$ cat config.mk
export PLATFORM = sky130hd
export DESIGN_NAME = gpp_port
export DESIGN_NICKNAME = d
export VERILOG_FILES = /design/src/logic/gpp_pkg.sv /design/src/logic/gpp_sync.sv /design/src/logic/gpp_pad_mux.sv /design/src/logic/gpp_port.sv
export SDC_FILE = /design/constraint.sdc
export NUM_CORES = 1
export LEC_CHECK = 0
export ABC_AREA = 1
export BUFFER_PORTS_ARGS = -buffer_cell sky130_fd_sc_hd__clkbuf_2
export CORE_ASPECT_RATIO = 1.1
export CORE_MARGIN = 1.5
export CORE_UTILIZATION = 57
export DETAILED_ROUTE_END_ITERATION = 16
export GPL_TIMING_DRIVEN = 0
export PLACE_DENSITY = 0.81
export SLEW_MARGIN = 20
export SYNTH_ARGS = -nofsm -noshare
export SYNTH_HDL_FRONTEND = slang
export SYNTH_SLANG_ARGS = --single-unit
$ cat constraint.sdc
create_clock -name mclk_i -period 1.84 [get_ports mclk_i]
set_input_delay 0.276 -clock mclk_i [delete_from_list [all_inputs] [get_ports mclk_i]]
set_output_delay 0.276 -clock mclk_i [all_outputs]
set_load 0.01 [all_outputs]
$ cat src/logic/gpp_pkg.sv
package gpp_pkg;

  // register indices on the plain port (word addresses)
  localparam logic [3:0] GPP_ADDR_PINS = 4'h0;
  localparam logic [3:0] GPP_ADDR_LATCH = 4'h1;
  localparam logic [3:0] GPP_ADDR_DIR = 4'h2;
  localparam logic [3:0] GPP_ADDR_ANALOG = 4'h3;
  localparam logic [3:0] GPP_ADDR_PERIPH = 4'h4;

  // reset values: all pins inputs, analog on, no peripheral
  localparam logic [7:0] GPP_RST_LATCH = 8'h00;
  localparam logic [7:0] GPP_RST_DIR = 8'hFF;
  localparam logic [7:0] GPP_RST_ANALOG = 8'hFF;
  localparam logic [7:0] GPP_RST_PERIPH = 8'h00;

  localparam int GPP_WIDTH = 8;

  typedef struct packed {
    logic [3:0] addr;
    logic [7:0] wdata;
    logic wr;
    logic rd;
  } gpp_bus_req_t;

  typedef struct packed {
    logic [7:0] in;
    logic [7:0] out;
    logic [7:0] oe;
  } gpp_pad_t;

endpackage

$ cat src/logic/gpp_sync.sv
`timescale 1ns/100ps
module gpp_sync #(
  parameter int WIDTH = 8
) (
  input wire logic mclk_i,
  input wire logic rst_n_i,
  input wire logic [WIDTH-1:0] async_i,
  output logic [WIDTH-1:0] sync_o
);

  typedef struct packed {
    logic [WIDTH-1:0] stage1;
    logic [WIDTH-1:0] stage2;
  } gpp_sync_state_t;

  gpp_sync_state_t state_r;
  gpp_sync_state_t state_nxt;

  // first stage feeds only the second
  always_comb begin
    state_nxt = state_r;
    state_nxt.stage1 = async_i;
    state_nxt.stage2 = state_r.stage1;
  end

  always_ff @(posedge mclk_i or negedge rst_n_i) begin
    if (!rst_n_i) begin
      state_r <= '0;
    end else begin
      state_r <= state_nxt;
    end
  end

  assign sync_o = state_r.stage2;

endmodule

$ cat src/logic/gpp_pad_mux.sv
`timescale 1ns/100ps
module gpp_pad_mux #(
  parameter int WIDTH = 8
) (
  input wire logic [WIDTH-1:0] latch_i,
  input wire logic [WIDTH-1:0] dir_i,
  input wire logic [WIDTH-1:0] periph_en_i,
  input wire logic [WIDTH-1:0] periph_out_i,
  input wire logic [WIDTH-1:0] periph_oe_i,
  output logic [WIDTH-1:0] pad_out_o,
  output logic [WIDTH-1:0] pad_oe_o
);

  always_comb begin
    for (int i = 0; i < WIDTH; i++) begin
      if (periph_en_i[i]) begin
        pad_out_o[i] = periph_out_i[i];
        pad_oe_o[i] = periph_oe_i[i];
      end else begin
        pad_out_o[i] = latch_i[i];
        pad_oe_o[i] = ~dir_i[i];
      end
    end
  end

endmodule

$ cat src/logic/gpp_port.sv
// Local design decisions: the plain strobed port and the placing of the registers.
`timescale 1ns/100ps
module gpp_port #(
  parameter int WIDTH = gpp_pkg::GPP_WIDTH
) (
  input wire logic mclk_i,
  input wire logic rst_n_i,
  input wire logic [3:0] addr_i,
  input wire logic [7:0] wdata_i,
  input wire logic wr_i,
  input wire logic rd_i,
  output logic [7:0] rdata_o,
  input wire logic [WIDTH-1:0] pad_in_i,
  output logic [WIDTH-1:0] pad_out_o,
  output logic [WIDTH-1:0] pad_oe_o,
  output logic [WIDTH-1:0] periph_in_o,
  input wire logic [WIDTH-1:0] periph_out_i,
  input wire logic [WIDTH-1:0] periph_oe_i
);

  ////////////////////////////////////////////////////////////////////////////
  typedef struct packed {
    logic [WIDTH-1:0] latch;
    logic [WIDTH-1:0] dir;
    logic [WIDTH-1:0] analog;
    logic [WIDTH-1:0] periph_en;
    logic [WIDTH-1:0] pad_out;
    logic [WIDTH-1:0] pad_oe;
    logic [WIDTH-1:0] periph_in;
    logic [7:0] rdata;
  } gpp_state_t;

  gpp_state_t state_r;
  gpp_state_t state_nxt;
  gpp_pkg::gpp_bus_req_t req;
  logic [WIDTH-1:0] pins_sync;
  logic [WIDTH-1:0] digital_in;
  logic [WIDTH-1:0] mux_out;
  logic [WIDTH-1:0] mux_oe;

  function automatic logic [7:0] gpp_widen(input logic [WIDTH-1:0] v);
    logic [7:0] w;
    w = '0;
    for (int i = 0; i < WIDTH && i < 8; i++) begin
      w[i] = v[i];
    end
    return w;
  endfunction

  function automatic logic [WIDTH-1:0] gpp_narrow(input logic [7:0] v);
    logic [WIDTH-1:0] n;
    n = '0;
    for (int i = 0; i < WIDTH && i < 8; i++) begin
      n[i] = v[i];
    end
    return n;
  endfunction

  assign req.addr = addr_i;
  assign req.wdata = wdata_i;
  assign req.wr = wr_i;
  assign req.rd = rd_i;

  ////////////////////////////////////////////////////////////////////////////
  // pins are asynchronous to mclk, so resample before any use
  gpp_sync #(
    .WIDTH(WIDTH)
  ) u_sync (
    .mclk_i(mclk_i),
    .rst_n_i(rst_n_i),
    .async_i(pad_in_i),
    .sync_o(pins_sync)
  );

  // analog pins read zero, saving input buffer toggling
  assign digital_in = pins_sync & ~state_r.analog;

  gpp_pad_mux #(
    .WIDTH(WIDTH)
  ) u_mux (
    .latch_i(state_r.latch),
    .dir_i(state_r.dir),
    .periph_en_i(state_r.periph_en),
    .periph_out_i(periph_out_i),
    .periph_oe_i(periph_oe_i),
    .pad_out_o(mux_out),
    .pad_oe_o(mux_oe)
  );

  ////////////////////////////////////////////////////////////////////////////
  always_comb begin
    state_nxt = state_r;
    state_nxt.rdata = 8'h00;
    if (req.wr) begin
      unique case (req.addr)
        gpp_pkg::GPP_ADDR_PINS,
        gpp_pkg::GPP_ADDR_LATCH: state_nxt.latch = gpp_narrow(req.wdata);
        gpp_pkg::GPP_ADDR_DIR: state_nxt.dir = gpp_narrow(req.wdata);
        gpp_pkg::GPP_ADDR_ANALOG: state_nxt.analog = gpp_narrow(req.wdata);
        gpp_pkg::GPP_ADDR_PERIPH: state_nxt.periph_en = gpp_narrow(req.wdata);
        default: state_nxt.latch = state_r.latch;
      endcase
    end
    if (req.rd) begin
      unique case (req.addr)
        gpp_pkg::GPP_ADDR_PINS: state_nxt.rdata = gpp_widen(digital_in);
        gpp_pkg::GPP_ADDR_LATCH: state_nxt.rdata = gpp_widen(state_r.latch);
        gpp_pkg::GPP_ADDR_DIR: state_nxt.rdata = gpp_widen(state_r.dir);
        gpp_pkg::GPP_ADDR_ANALOG: state_nxt.rdata = gpp_widen(state_r.analog);
        gpp_pkg::GPP_ADDR_PERIPH: state_nxt.rdata = gpp_widen(state_r.periph_en);
        default: state_nxt.rdata = 8'h00;
      endcase
    end
    // pad drive registered so outputs come from flops; one cycle of lag
    state_nxt.pad_out = mux_out;
    state_nxt.pad_oe = mux_oe;
    state_nxt.periph_in = digital_in;
  end

  always_ff @(posedge mclk_i or negedge rst_n_i) begin
    if (!rst_n_i) begin
      state_r.latch <= gpp_narrow(gpp_pkg::GPP_RST_LATCH);
      state_r.dir <= gpp_narrow(gpp_pkg::GPP_RST_DIR);
      state_r.analog <= gpp_narrow(gpp_pkg::GPP_RST_ANALOG);
      state_r.periph_en <= gpp_narrow(gpp_pkg::GPP_RST_PERIPH);
      state_r.pad_out <= '0;
      state_r.pad_oe <= '0;
      state_r.periph_in <= '0;
      state_r.rdata <= 8'h00;
    end else begin
      state_r <= state_nxt;
    end
  end

  assign rdata_o = state_r.rdata;
  assign pad_out_o = state_r.pad_out;
  assign pad_oe_o = state_r.pad_oe;
  assign periph_in_o = state_r.periph_in;

endmodule

# Word level (Yosys, flattened, before mapping)
# Index checks and enable logic that the tools add are counted.
[totals] register_bits=80 in_bits=40 output_inout_bits=32 elab_cells=48
[op_classes] eq_ne=4 n_mux=18 bitwise_logic=10 reduce_logical=6
[op_table] cell="$pmux W8 S5" count=1
[op_table] cell="$mux W1" count=16
[op_table] cell="$and A8 B8 Y8" count=1
[op_table] cell="$eq A4 B2 Y1 const B" count=2
[op_table] cell="$mux W8" count=1
[op_table] cell="$not A1 Y1" count=8
[op_table] cell="$not A8 Y8" count=1
[op_table] cell="$reduce_and A2 Y1" count=4
[op_table] cell="$eq A4 B1 Y1 const B" count=1
[op_table] cell="$eq A4 B3 Y1 const B" count=1
[op_table] cell="$logic_not A4 Y1" count=1
[op_table] cell="$reduce_or A2 Y1" count=1

# Logic depth before layout (Yosys ltp)
# Gate-level depths: netlist of the first run.
[logic_depth] word_depth=4 depth_mapped=7 depth_no_buf=7

# By module
# From an unflattened synthesis of the first run, not the netlist that was laid out.
[hier_totals] hier_cells=347 area_unflattened_um2=3400.8
[modules_own_cells] mod="gpp_port" instances=1 cells_per_inst=283 area_per_inst_um2=2810.2 seq_area_each_um2=1621.6
[modules_own_cells] mod="gpp_sync" instances=1 cells_per_inst=16 area_per_inst_um2=400.4 seq_area_each_um2=400.4
[modules_own_cells] mod="gpp_pad_mux" instances=1 cells_per_inst=48 area_per_inst_um2=190.2 seq_area_each_um2=0.0

# Least setup slack after synthesis of the first run
# Ideal clock, no wire load.
[synth_path] path_type="input to register" startpoint="in addr_i[3]" endpoint="reg state_r[61] (netlist name)" setup_time_ns=0.127 arrival_ns=0.912 t_required_ns=1.713 setup_slack_ns=0.800 path_stages=5 n_path_buf=1 cell_sequence="nor2_4 -> nand3_4 -> buf_6 -> nand2_1 -> o21ai_0"
[synth_via] elab_chain_cells=3 elab_cells_between_ends=4 classes_between="1 x eq/ne; 3 x reduce/logical"
[synth_rtl] item="start: declaration" line_no="gpp_port.sv:8" source="input wire logic [3:0] addr_i,"
[synth_rtl] item="$eq A4 B1 Y1 or $logic_not A4 Y1 (tied branches)" line_no="gpp_port.sv:95" source="unique case (req.addr)"
[synth_rtl] item="$reduce_or A2 Y1 *" line_no="gpp_port.sv:95"
[synth_rtl] item="$reduce_and A2 Y1 (no line) *"
[synth_rtl] item="end signal: assignment" line_no="gpp_port.sv:131" source="state_r <= state_nxt;"
[synth_rtl] item="end: declaration" line_no="gpp_port.sv:33" source="gpp_state_t state_r;"
# Mark *: on every way between the ends. The rest lies on a longest branch, timed or not.
# A chain may end at the register's enable or synchronous reset.

# Final worst setup path of the first run
[layout_path] startpoint="reg state_r, in the netlist pad_out_o[7]" endpoint="out pad_out_o[7]"
[layout_rtl] item="end: declaration" line_no="gpp_port.sv:14" source="output logic [WIDTH-1:0] pad_out_o,"
# No word-level cell between the ends.

==> impl_metrics.tcl, run 1 <==
set metrics [dict create \
    run_status "complete, no violations" \
    synth_area_leaders "dfrtp_1 47%, dfstp_2 12%, nand2_1 8.6%" \
    fillCellCount 424 \
    cts_inserted_buffers 9 \
    netlist-cell-type-count 16 \
    timing.final.ws_setup_ns 0.5876 \
    crit_type "flop to output port" \
    sequential_cell_area_sq_um 2022 \
    core_area_sq_um 5769 \
    finClkSkew_ns 0.005457 \
    routed_wirelength_mm 7.083 \
    syn_nets 385 \
    post-route-min-period_ns 1.252 \
    rrSetupSlack_ns 0.76 \
    timing.max_cap.violations 0 \
    wl_per_cell_um 13.86 \
    max_buffers_root_to_sink 2 \
    number_of_gates_resized_after_cts 0 \
    crit_required_ns 1.56 \
    finalHoldViolations 0 \
    netlist.area_leader.share_pct 46.78 \
    syn_inst 345 \
    timing.hold.worst.class "input port to flop" \
    floorplan.die.height_um 84.28 \
    average_cell_area_after_synthesis_sq_um 9.923 \
    grt-ovfl-total 0 \
    achievable-frequency_mhz 798.5 \
    unrepaired_setup_endpoints_after_global_routing "no" \
    layoutNonFillerInstCount 511 \
    die-area_sq_um 6480 \
    whs_endpoint "u_sync.state_nxt[7]$_DFF_PN0_" \
    drt_pre_antenna_iters 6 \
    ys_seq_area_share_pct 59.06 \
    timing.max_slew.rel_slack_pct 54.66 \
    floorplan.rows 29 \
    first_global_vias 2506 \
    yosysWarningCount 0 \
    place_congestion 0.8514 \
    nNetsFinal 469 \
    grt_pass1_wl_mm 11.53 \
    timing.rr.start "state_r[47]$_DFFE_PN1P_" \
    numPortBuffers 71 \
    groute.layer.met3.usage_pct 6.304 \
    placed_wire_length_estimate_mm 4.738 \
    clk-insertion-delay-late_ns 0.36 \
    area.growth.synth_to_final_pct 20.80 \
    setup_viol 0 \
    busiest_layer "met2" \
    timing_max_transition_violations_final 0 \
    die_width_um 76.89 \
    worstHoldPathCells 1 \
    numPlacedInstances 494 \
    worstSetupEndpointType "output port" \
    final_layout_size_suffix_gt1_share_pct 38.94 \
    tritoncts_clock_tree "yes" \
    p_leak_uw 0.002154 \
    count_of_inserted_antenna_diode_cells 0 \
    worstHoldStart "pad_in_i[7]" \
    residual_antenna_violating_net_count_after_detailed_routing 0 \
    critPathMaxFanout 1 \
    gr-usage-all-layers_pct 23.53 \
    cts_max_level 3 \
    post_cts.repair.setup_buffers 0 \
    cts_hold_buffers 1 \
    detailed_route_iter0_violations 203 \
    drc_errors 0 \
    placement.setup.worst_slack_ns 0.3167 \
    met1_usage_pct 28.88 \
    globalRouteMet2Util_pct 39.42 \
    clock-root-buffer "clkbuf_8" \
    r2r_end "rdata_o[7]$_DFF_PN0_" \
    placedInstanceArea_sq_um 3905 \
    multiInputGateArea_sq_um 972.2 \
    vias 2586 \
    design.portCount 72 \
    worst_reg2reg_path_depth 5 \
    clkSlewWorstSetupHoldPaths_ns 0.08 \
    power_density_nw_per_um2 1088 \
    via_per_inst 5.061 \
    start_util_pct 59.34 \
    start_kind "flop" \
    max-vdd-ir-drop_v 0.0007523 \
    layout_worst_path_cycle_share_pct 68.07 \
    finish.instance_area_sq_um 4135 \
    postSynthRegisterBits 80 \
    number_of_antenna_violations_at_the_first_check_in_global_routing 0 \
    cts.sinks 80 \
    synth_largest_area_cell "dfrtp_1" \
    worst_pin_slew_ns 0.6776 \
    timing.setup.tns_ns 0 \
    crit_arrival_ns 0.98 \
    post_synth_instance_area_sq_um 3423 \
    power.total_uw 4497 \
    maximum_number_of_pins_on_one_net_before_global_route_repair 49 \
]
kinds of logic after synthesis:
kind of cell    after synthesis  synth area share, %
flops                        80                59.06
buf+inv                      70                12.54
compound gates               42                7.894
simple gates                153                20.50
synthesized netlist by cell type:
| library cell | instances |
|---|---|
| nand2_2 | 1 |
| inv_1 | 31 |
| nor2_4 | 5 |
| nor2_1 | 25 |
| buf_4 | 32 |
| nand3_1 | 40 |
| dfrtp_1 | 64 |
| buf_6 | 6 |
| nand3_4 | 2 |
| o21ai_0 | 26 |
| nand2_1 | 78 |
| buf_2 | 1 |
| nor2_2 | 1 |
| nand2_4 | 1 |
| o21ai_2 | 16 |
| dfstp_2 | 16 |
worst max-delay path: stages, from the launching register on:
cell      delay (ns)
dfrtp_1         0.38
buf_4           0.13
clkbuf_2        0.11
power by group:
group | total (uW) | switching, uW | internal, uW
clock network | 1420 | 628 | 793
registers | 2270 | 177 | 2090
logic | 809 | 411 | 398
total | 4500 | 1220 | 3280
routing by layer:
layer	wire, um	vias to the layer above
li1	-	1232
met1	2868	1222
met2	3528	117
met3	548	15
met4	138	0
met5	0	-
registers in the layout, indices dropped and copies added (netlist names):
register and cells:
rdata_o 8, pad_oe_o 8, state_r 32, periph_in_o 8, pad_out_o 8, u_sync.sync_o 8, u_sync.state_nxt 8
how the worst max path moves through the flow:
stage,cells after the start,slack [ns],from,to
3_3_place_gp,1,-0.17,rst_n_i,pad_out_o[5]$_DFF_PN0_
2_1_floorplan,5,0.80,addr_i[3],state_r[61]$_DFFE_PN0P_
3_5_place_dp,7,0.32,addr_i[0],state_r[38]$_DFFE_PN0P_
5_1_grt,2,0.55,pad_out_o[7]$_DFF_PN0_,pad_out_o[7]
6_report,2,0.59,pad_out_o[7]$_DFF_PN0_,pad_out_o[7]
4_1_cts,2,0.58,pad_out_o[5]$_DFF_PN0_,pad_out_o[5]
stage by stage:
| stage | util [%] | hold slack, ns |
|---|---|---|
| after CTS | 71.68 | 0.008399 |
| after global routing | 71.68 | 0.008298 |
| after floorplan | - | -0.01959 |
| final | 71.68 | 0.01944 |
| after detailed placement | 67.69 | 0.2804 |
| after global placement | 67.17 | 0.3331 |
area by class of cell:
type,instances,share of cell area (%)
inverters,31,2.814
flip-flops and latches,80,48.90
repair buffers,73,9.561
plain buffers,39,7.564
clock buffers,10,3.328
multi-input cells,195,23.51
well taps,77,2.330
clock inverters,6,1.997
layout by cell type, fill, tap and decap left out:
cell type	n
buf_6	6
clkbuf_8	10
dfrtp_1	64
dfstp_2	16
o21ai_2	16
buf_16	1
nor2_1	25
nand3_4	2
bufinv_16	2
nand2_2	1
nor2_4	5
buf_4	32
dlygate4sd3_1	1
inv_1	31
nand2_1	78
clkbuf_2	70
clkinvlp_4	1
clkbuf_4	1
nand3_1	40
buf_2	1
o21ai_0	26
nor2_2	1
clkinv_2	3
nand2_4	1
No activity file was read; power rests on OpenSTA's default activity.
==> run 2: changes to the inputs <==
--- a/config.mk
+++ b/config.mk
@@ -9,10 +9,10 @@
 export BUFFER_PORTS_ARGS = -buffer_cell sky130_fd_sc_hd__clkbuf_2
 export CORE_ASPECT_RATIO = 1.1
 export CORE_MARGIN = 1.5
-export CORE_UTILIZATION = 57
+export CORE_UTILIZATION = 54
 export DETAILED_ROUTE_END_ITERATION = 16
 export GPL_TIMING_DRIVEN = 0
-export PLACE_DENSITY = 0.81
+export PLACE_DENSITY = 0.77
 export SLEW_MARGIN = 20
 export SYNTH_ARGS = -nofsm -noshare
 export SYNTH_HDL_FRONTEND = slang
==> constraint.sdc (replaced) <==
create_clock -name mclk_i -period 1.29 [get_ports mclk_i]
set_input_delay 0.1935 -clock mclk_i [delete_from_list [all_inputs] [get_ports mclk_i]]
set_output_delay 0.1935 -clock mclk_i [all_outputs]
set_load 0.01 [all_outputs]
==> run 2 against run 1 <==
Against the previous run: die area rose by 5.3%; sequential cell count did not move; setup slack got worse by 0.45 ns; clock power rose by 61%; global-route usage down 0.76 points; via count stayed put; register-to-register slack lost 0.51 ns; sequential power grew 42%; final area rose by 2.7%.
==> impl_metrics.tcl, run 2 (synthesis gave the netlist of run 1 again) <==
set metrics [dict create \
    grt_pass1_wl_mm 11.65 \
    place_congestion 0.8245 \
    finish.instance_area_sq_um 4245 \
    detailed_route_iter0_violations 158 \
    timing_max_transition_violations_final 0 \
    max_buffers_root_to_sink 2 \
    critical-path-slowest-cell "dfrtp_1" \
    power_density_nw_per_um2 1572 \
    layout_worst_path_cycle_share_pct 89.55 \
    placed_wire_length_estimate_mm 4.792 \
    clkSlewWorstSetupHoldPaths_ns 0.08 \
    p_leak_uw 0.002197 \
    achievable-frequency_mhz 865.7 \
    clock-root-buffer "clkbuf_8" \
    timing.max_slew.rel_slack_pct 52.43 \
    largest_register "state_r" \
    whs_endpoint "pad_out_o[7]$_DFF_PN0_" \
    r2r_end "rdata_o[7]$_DFF_PN0_" \
    die-area_sq_um 6827 \
    floorplan.die.height_um 86.51 \
    worstSetupEndpointType "output port" \
    mostFrequentLayoutCells "78 x nand2_1, 70 x clkbuf_2, 64 x dfrtp_1, 40 x nand3_1, 32 x buf_4" \
    grt-ovfl-total 0 \
    hold_ws_ns 0.03791 \
    rrSetupSlack_ns 0.25 \
    nNetsFinal 477 \
    fillCellCount 481 \
    clk-insertion-delay-late_ns 0.35 \
    max-vdd-ir-drop_v 0.0008321 \
    final_layout_size_suffix_gt1_share_pct 38.24 \
    layoutNonFillerInstCount 522 \
    wl_per_cell_um 13.67 \
    cts_inserted_buffers 9 \
    tritoncts_clock_tree "yes" \
    cts_max_level 3 \
    finalHoldViolations 0 \
    count_of_inserted_antenna_diode_cells 0 \
    routed_wirelength_mm 7.137 \
    number_of_antenna_violations_at_the_first_check_in_global_routing 0 \
    worstHoldPathCells 3 \
    post-route-min-period_ns 1.155 \
    cts_hold_buffers 9 \
    setup_viol 0 \
    unrepaired_setup_endpoints_after_global_routing "no" \
    timing.rr.start "state_r[47]$_DFFE_PN1P_" \
    vias 2586 \
    drt_pre_antenna_iters 4 \
    numPlacedInstances 497 \
    critPathMaxFanout 1 \
    timing.hold.worst.class "input port to flop" \
    core_area_sq_um 6156 \
    crit_type "flop to output port" \
    drc_errors 0 \
    post_cts.repair.setup_buffers 0 \
    timing.max_cap.violations 0 \
    cp_cell_sequence "buf_4, clkbuf_2" \
    worst_pin_slew_ns 0.7109 \
    via_per_inst 4.954 \
    timing.setup.tns_ns 0 \
    start_kind "flop" \
    crit_required_ns 1.10 \
    crit_arrival_ns 0.96 \
    worst_path_largest_cell_delay_ns 0.37 \
    finClkSkew_ns 0.003925 \
    worstHoldStart "periph_out_i[7]" \
    maximum_number_of_pins_on_one_net_before_global_route_repair 42 \
    power.total_uw 6675 \
    design.portCount 72 \
    gr-usage-all-layers_pct 22.78 \
    numPortBuffers 71 \
    final_common_cell "nand2_1" \
    start_util_pct 55.61 \
    floorplan.rows 30 \
    residual_antenna_violating_net_count_after_detailed_routing 0 \
    area.growth.synth_to_final_pct 24.01 \
    cts.sinks 80 \
    run_status "complete, no violations" \
    first_global_vias 2492 \
    placedInstanceArea_sq_um 3901 \
    number_of_gates_resized_after_cts 0 \
    largest_register_ffs 32 \
    die_width_um 78.92 \
    worst_reg2reg_path_depth 5 \
]
[run 2: where the power goes]
group	leakage (uW)	switching, uW	internal, uW
Combinational	0.00112	589	580
Sequential	0.000948	246	2980
Clock	0.000126	891	1390
[run 2: worst max-delay path, delay by kind of cell (launching register included)]
| kind | cells | cell delay [ns] |
|---|---|---|
| flops | 1 | 0.37 |
| buf+inv | 2 | 0.24 |
[run 2: layer usage]
metal  vias to the layer above  GRT usage, %  routed length [um]
li1                       1253             -                   -
met1                      1244         28.90                2898
met2                        81         40.05                3743
met3                         8         3.474                 399
met4                         0         7.815                  96
met5                         -             0                   0
[run 2: layout make-up]
type / count / area [sq um] / area share [%]
Multi-Input combinational cell: 195 / 972.2 / 22.90
Sequential cell: 80 / 2022 / 47.63
Clock buffer: 11 / 151.4 / 3.566
Timing Repair Buffer: 81 / 467.9 / 11.02
Inverter: 31 / 116.4 / 2.741
Clock inverter: 5 / 102.6 / 2.417
Tap cell: 80 / 100.1 / 2.358
Buffer: 39 / 312.8 / 7.368
[run 2: through the flow]
| stage | setup slack [ns] | utilization, % |
|---|---|---|
| 6_report | 0.1348 | 68.96 |
| 5_1_grt | 0.09574 | 68.96 |
| 4_1_cts | 0.1255 | 68.96 |
| 3_5_place_dp | -0.1575 | 63.37 |
| 3_3_place_gp | -0.6422 | 63.01 |
| 2_1_floorplan | 0.3328 | - |
[run 2: worst max-delay path by stage]
| stage | from | to | slack [ns] |
|---|---|---|---|
| 4_1_cts | periph_in_o[4]$_DFF_PN0_ | periph_in_o[4] | 0.13 |
| 6_report | periph_in_o[4]$_DFF_PN0_ | periph_in_o[4] | 0.13 |
| 3_5_place_dp | addr_i[0] | state_r[35]$_DFFE_PN0P_ | -0.16 |
| 2_1_floorplan | addr_i[3] | state_r[61]$_DFFE_PN0P_ | 0.33 |
| 3_3_place_gp | rst_n_i | u_sync.state_nxt[1]$_DFF_PN0_ | -0.64 |
| 5_1_grt | rst_n_i | state_r[41]$_DFFE_PN1P_ | 0.1 |
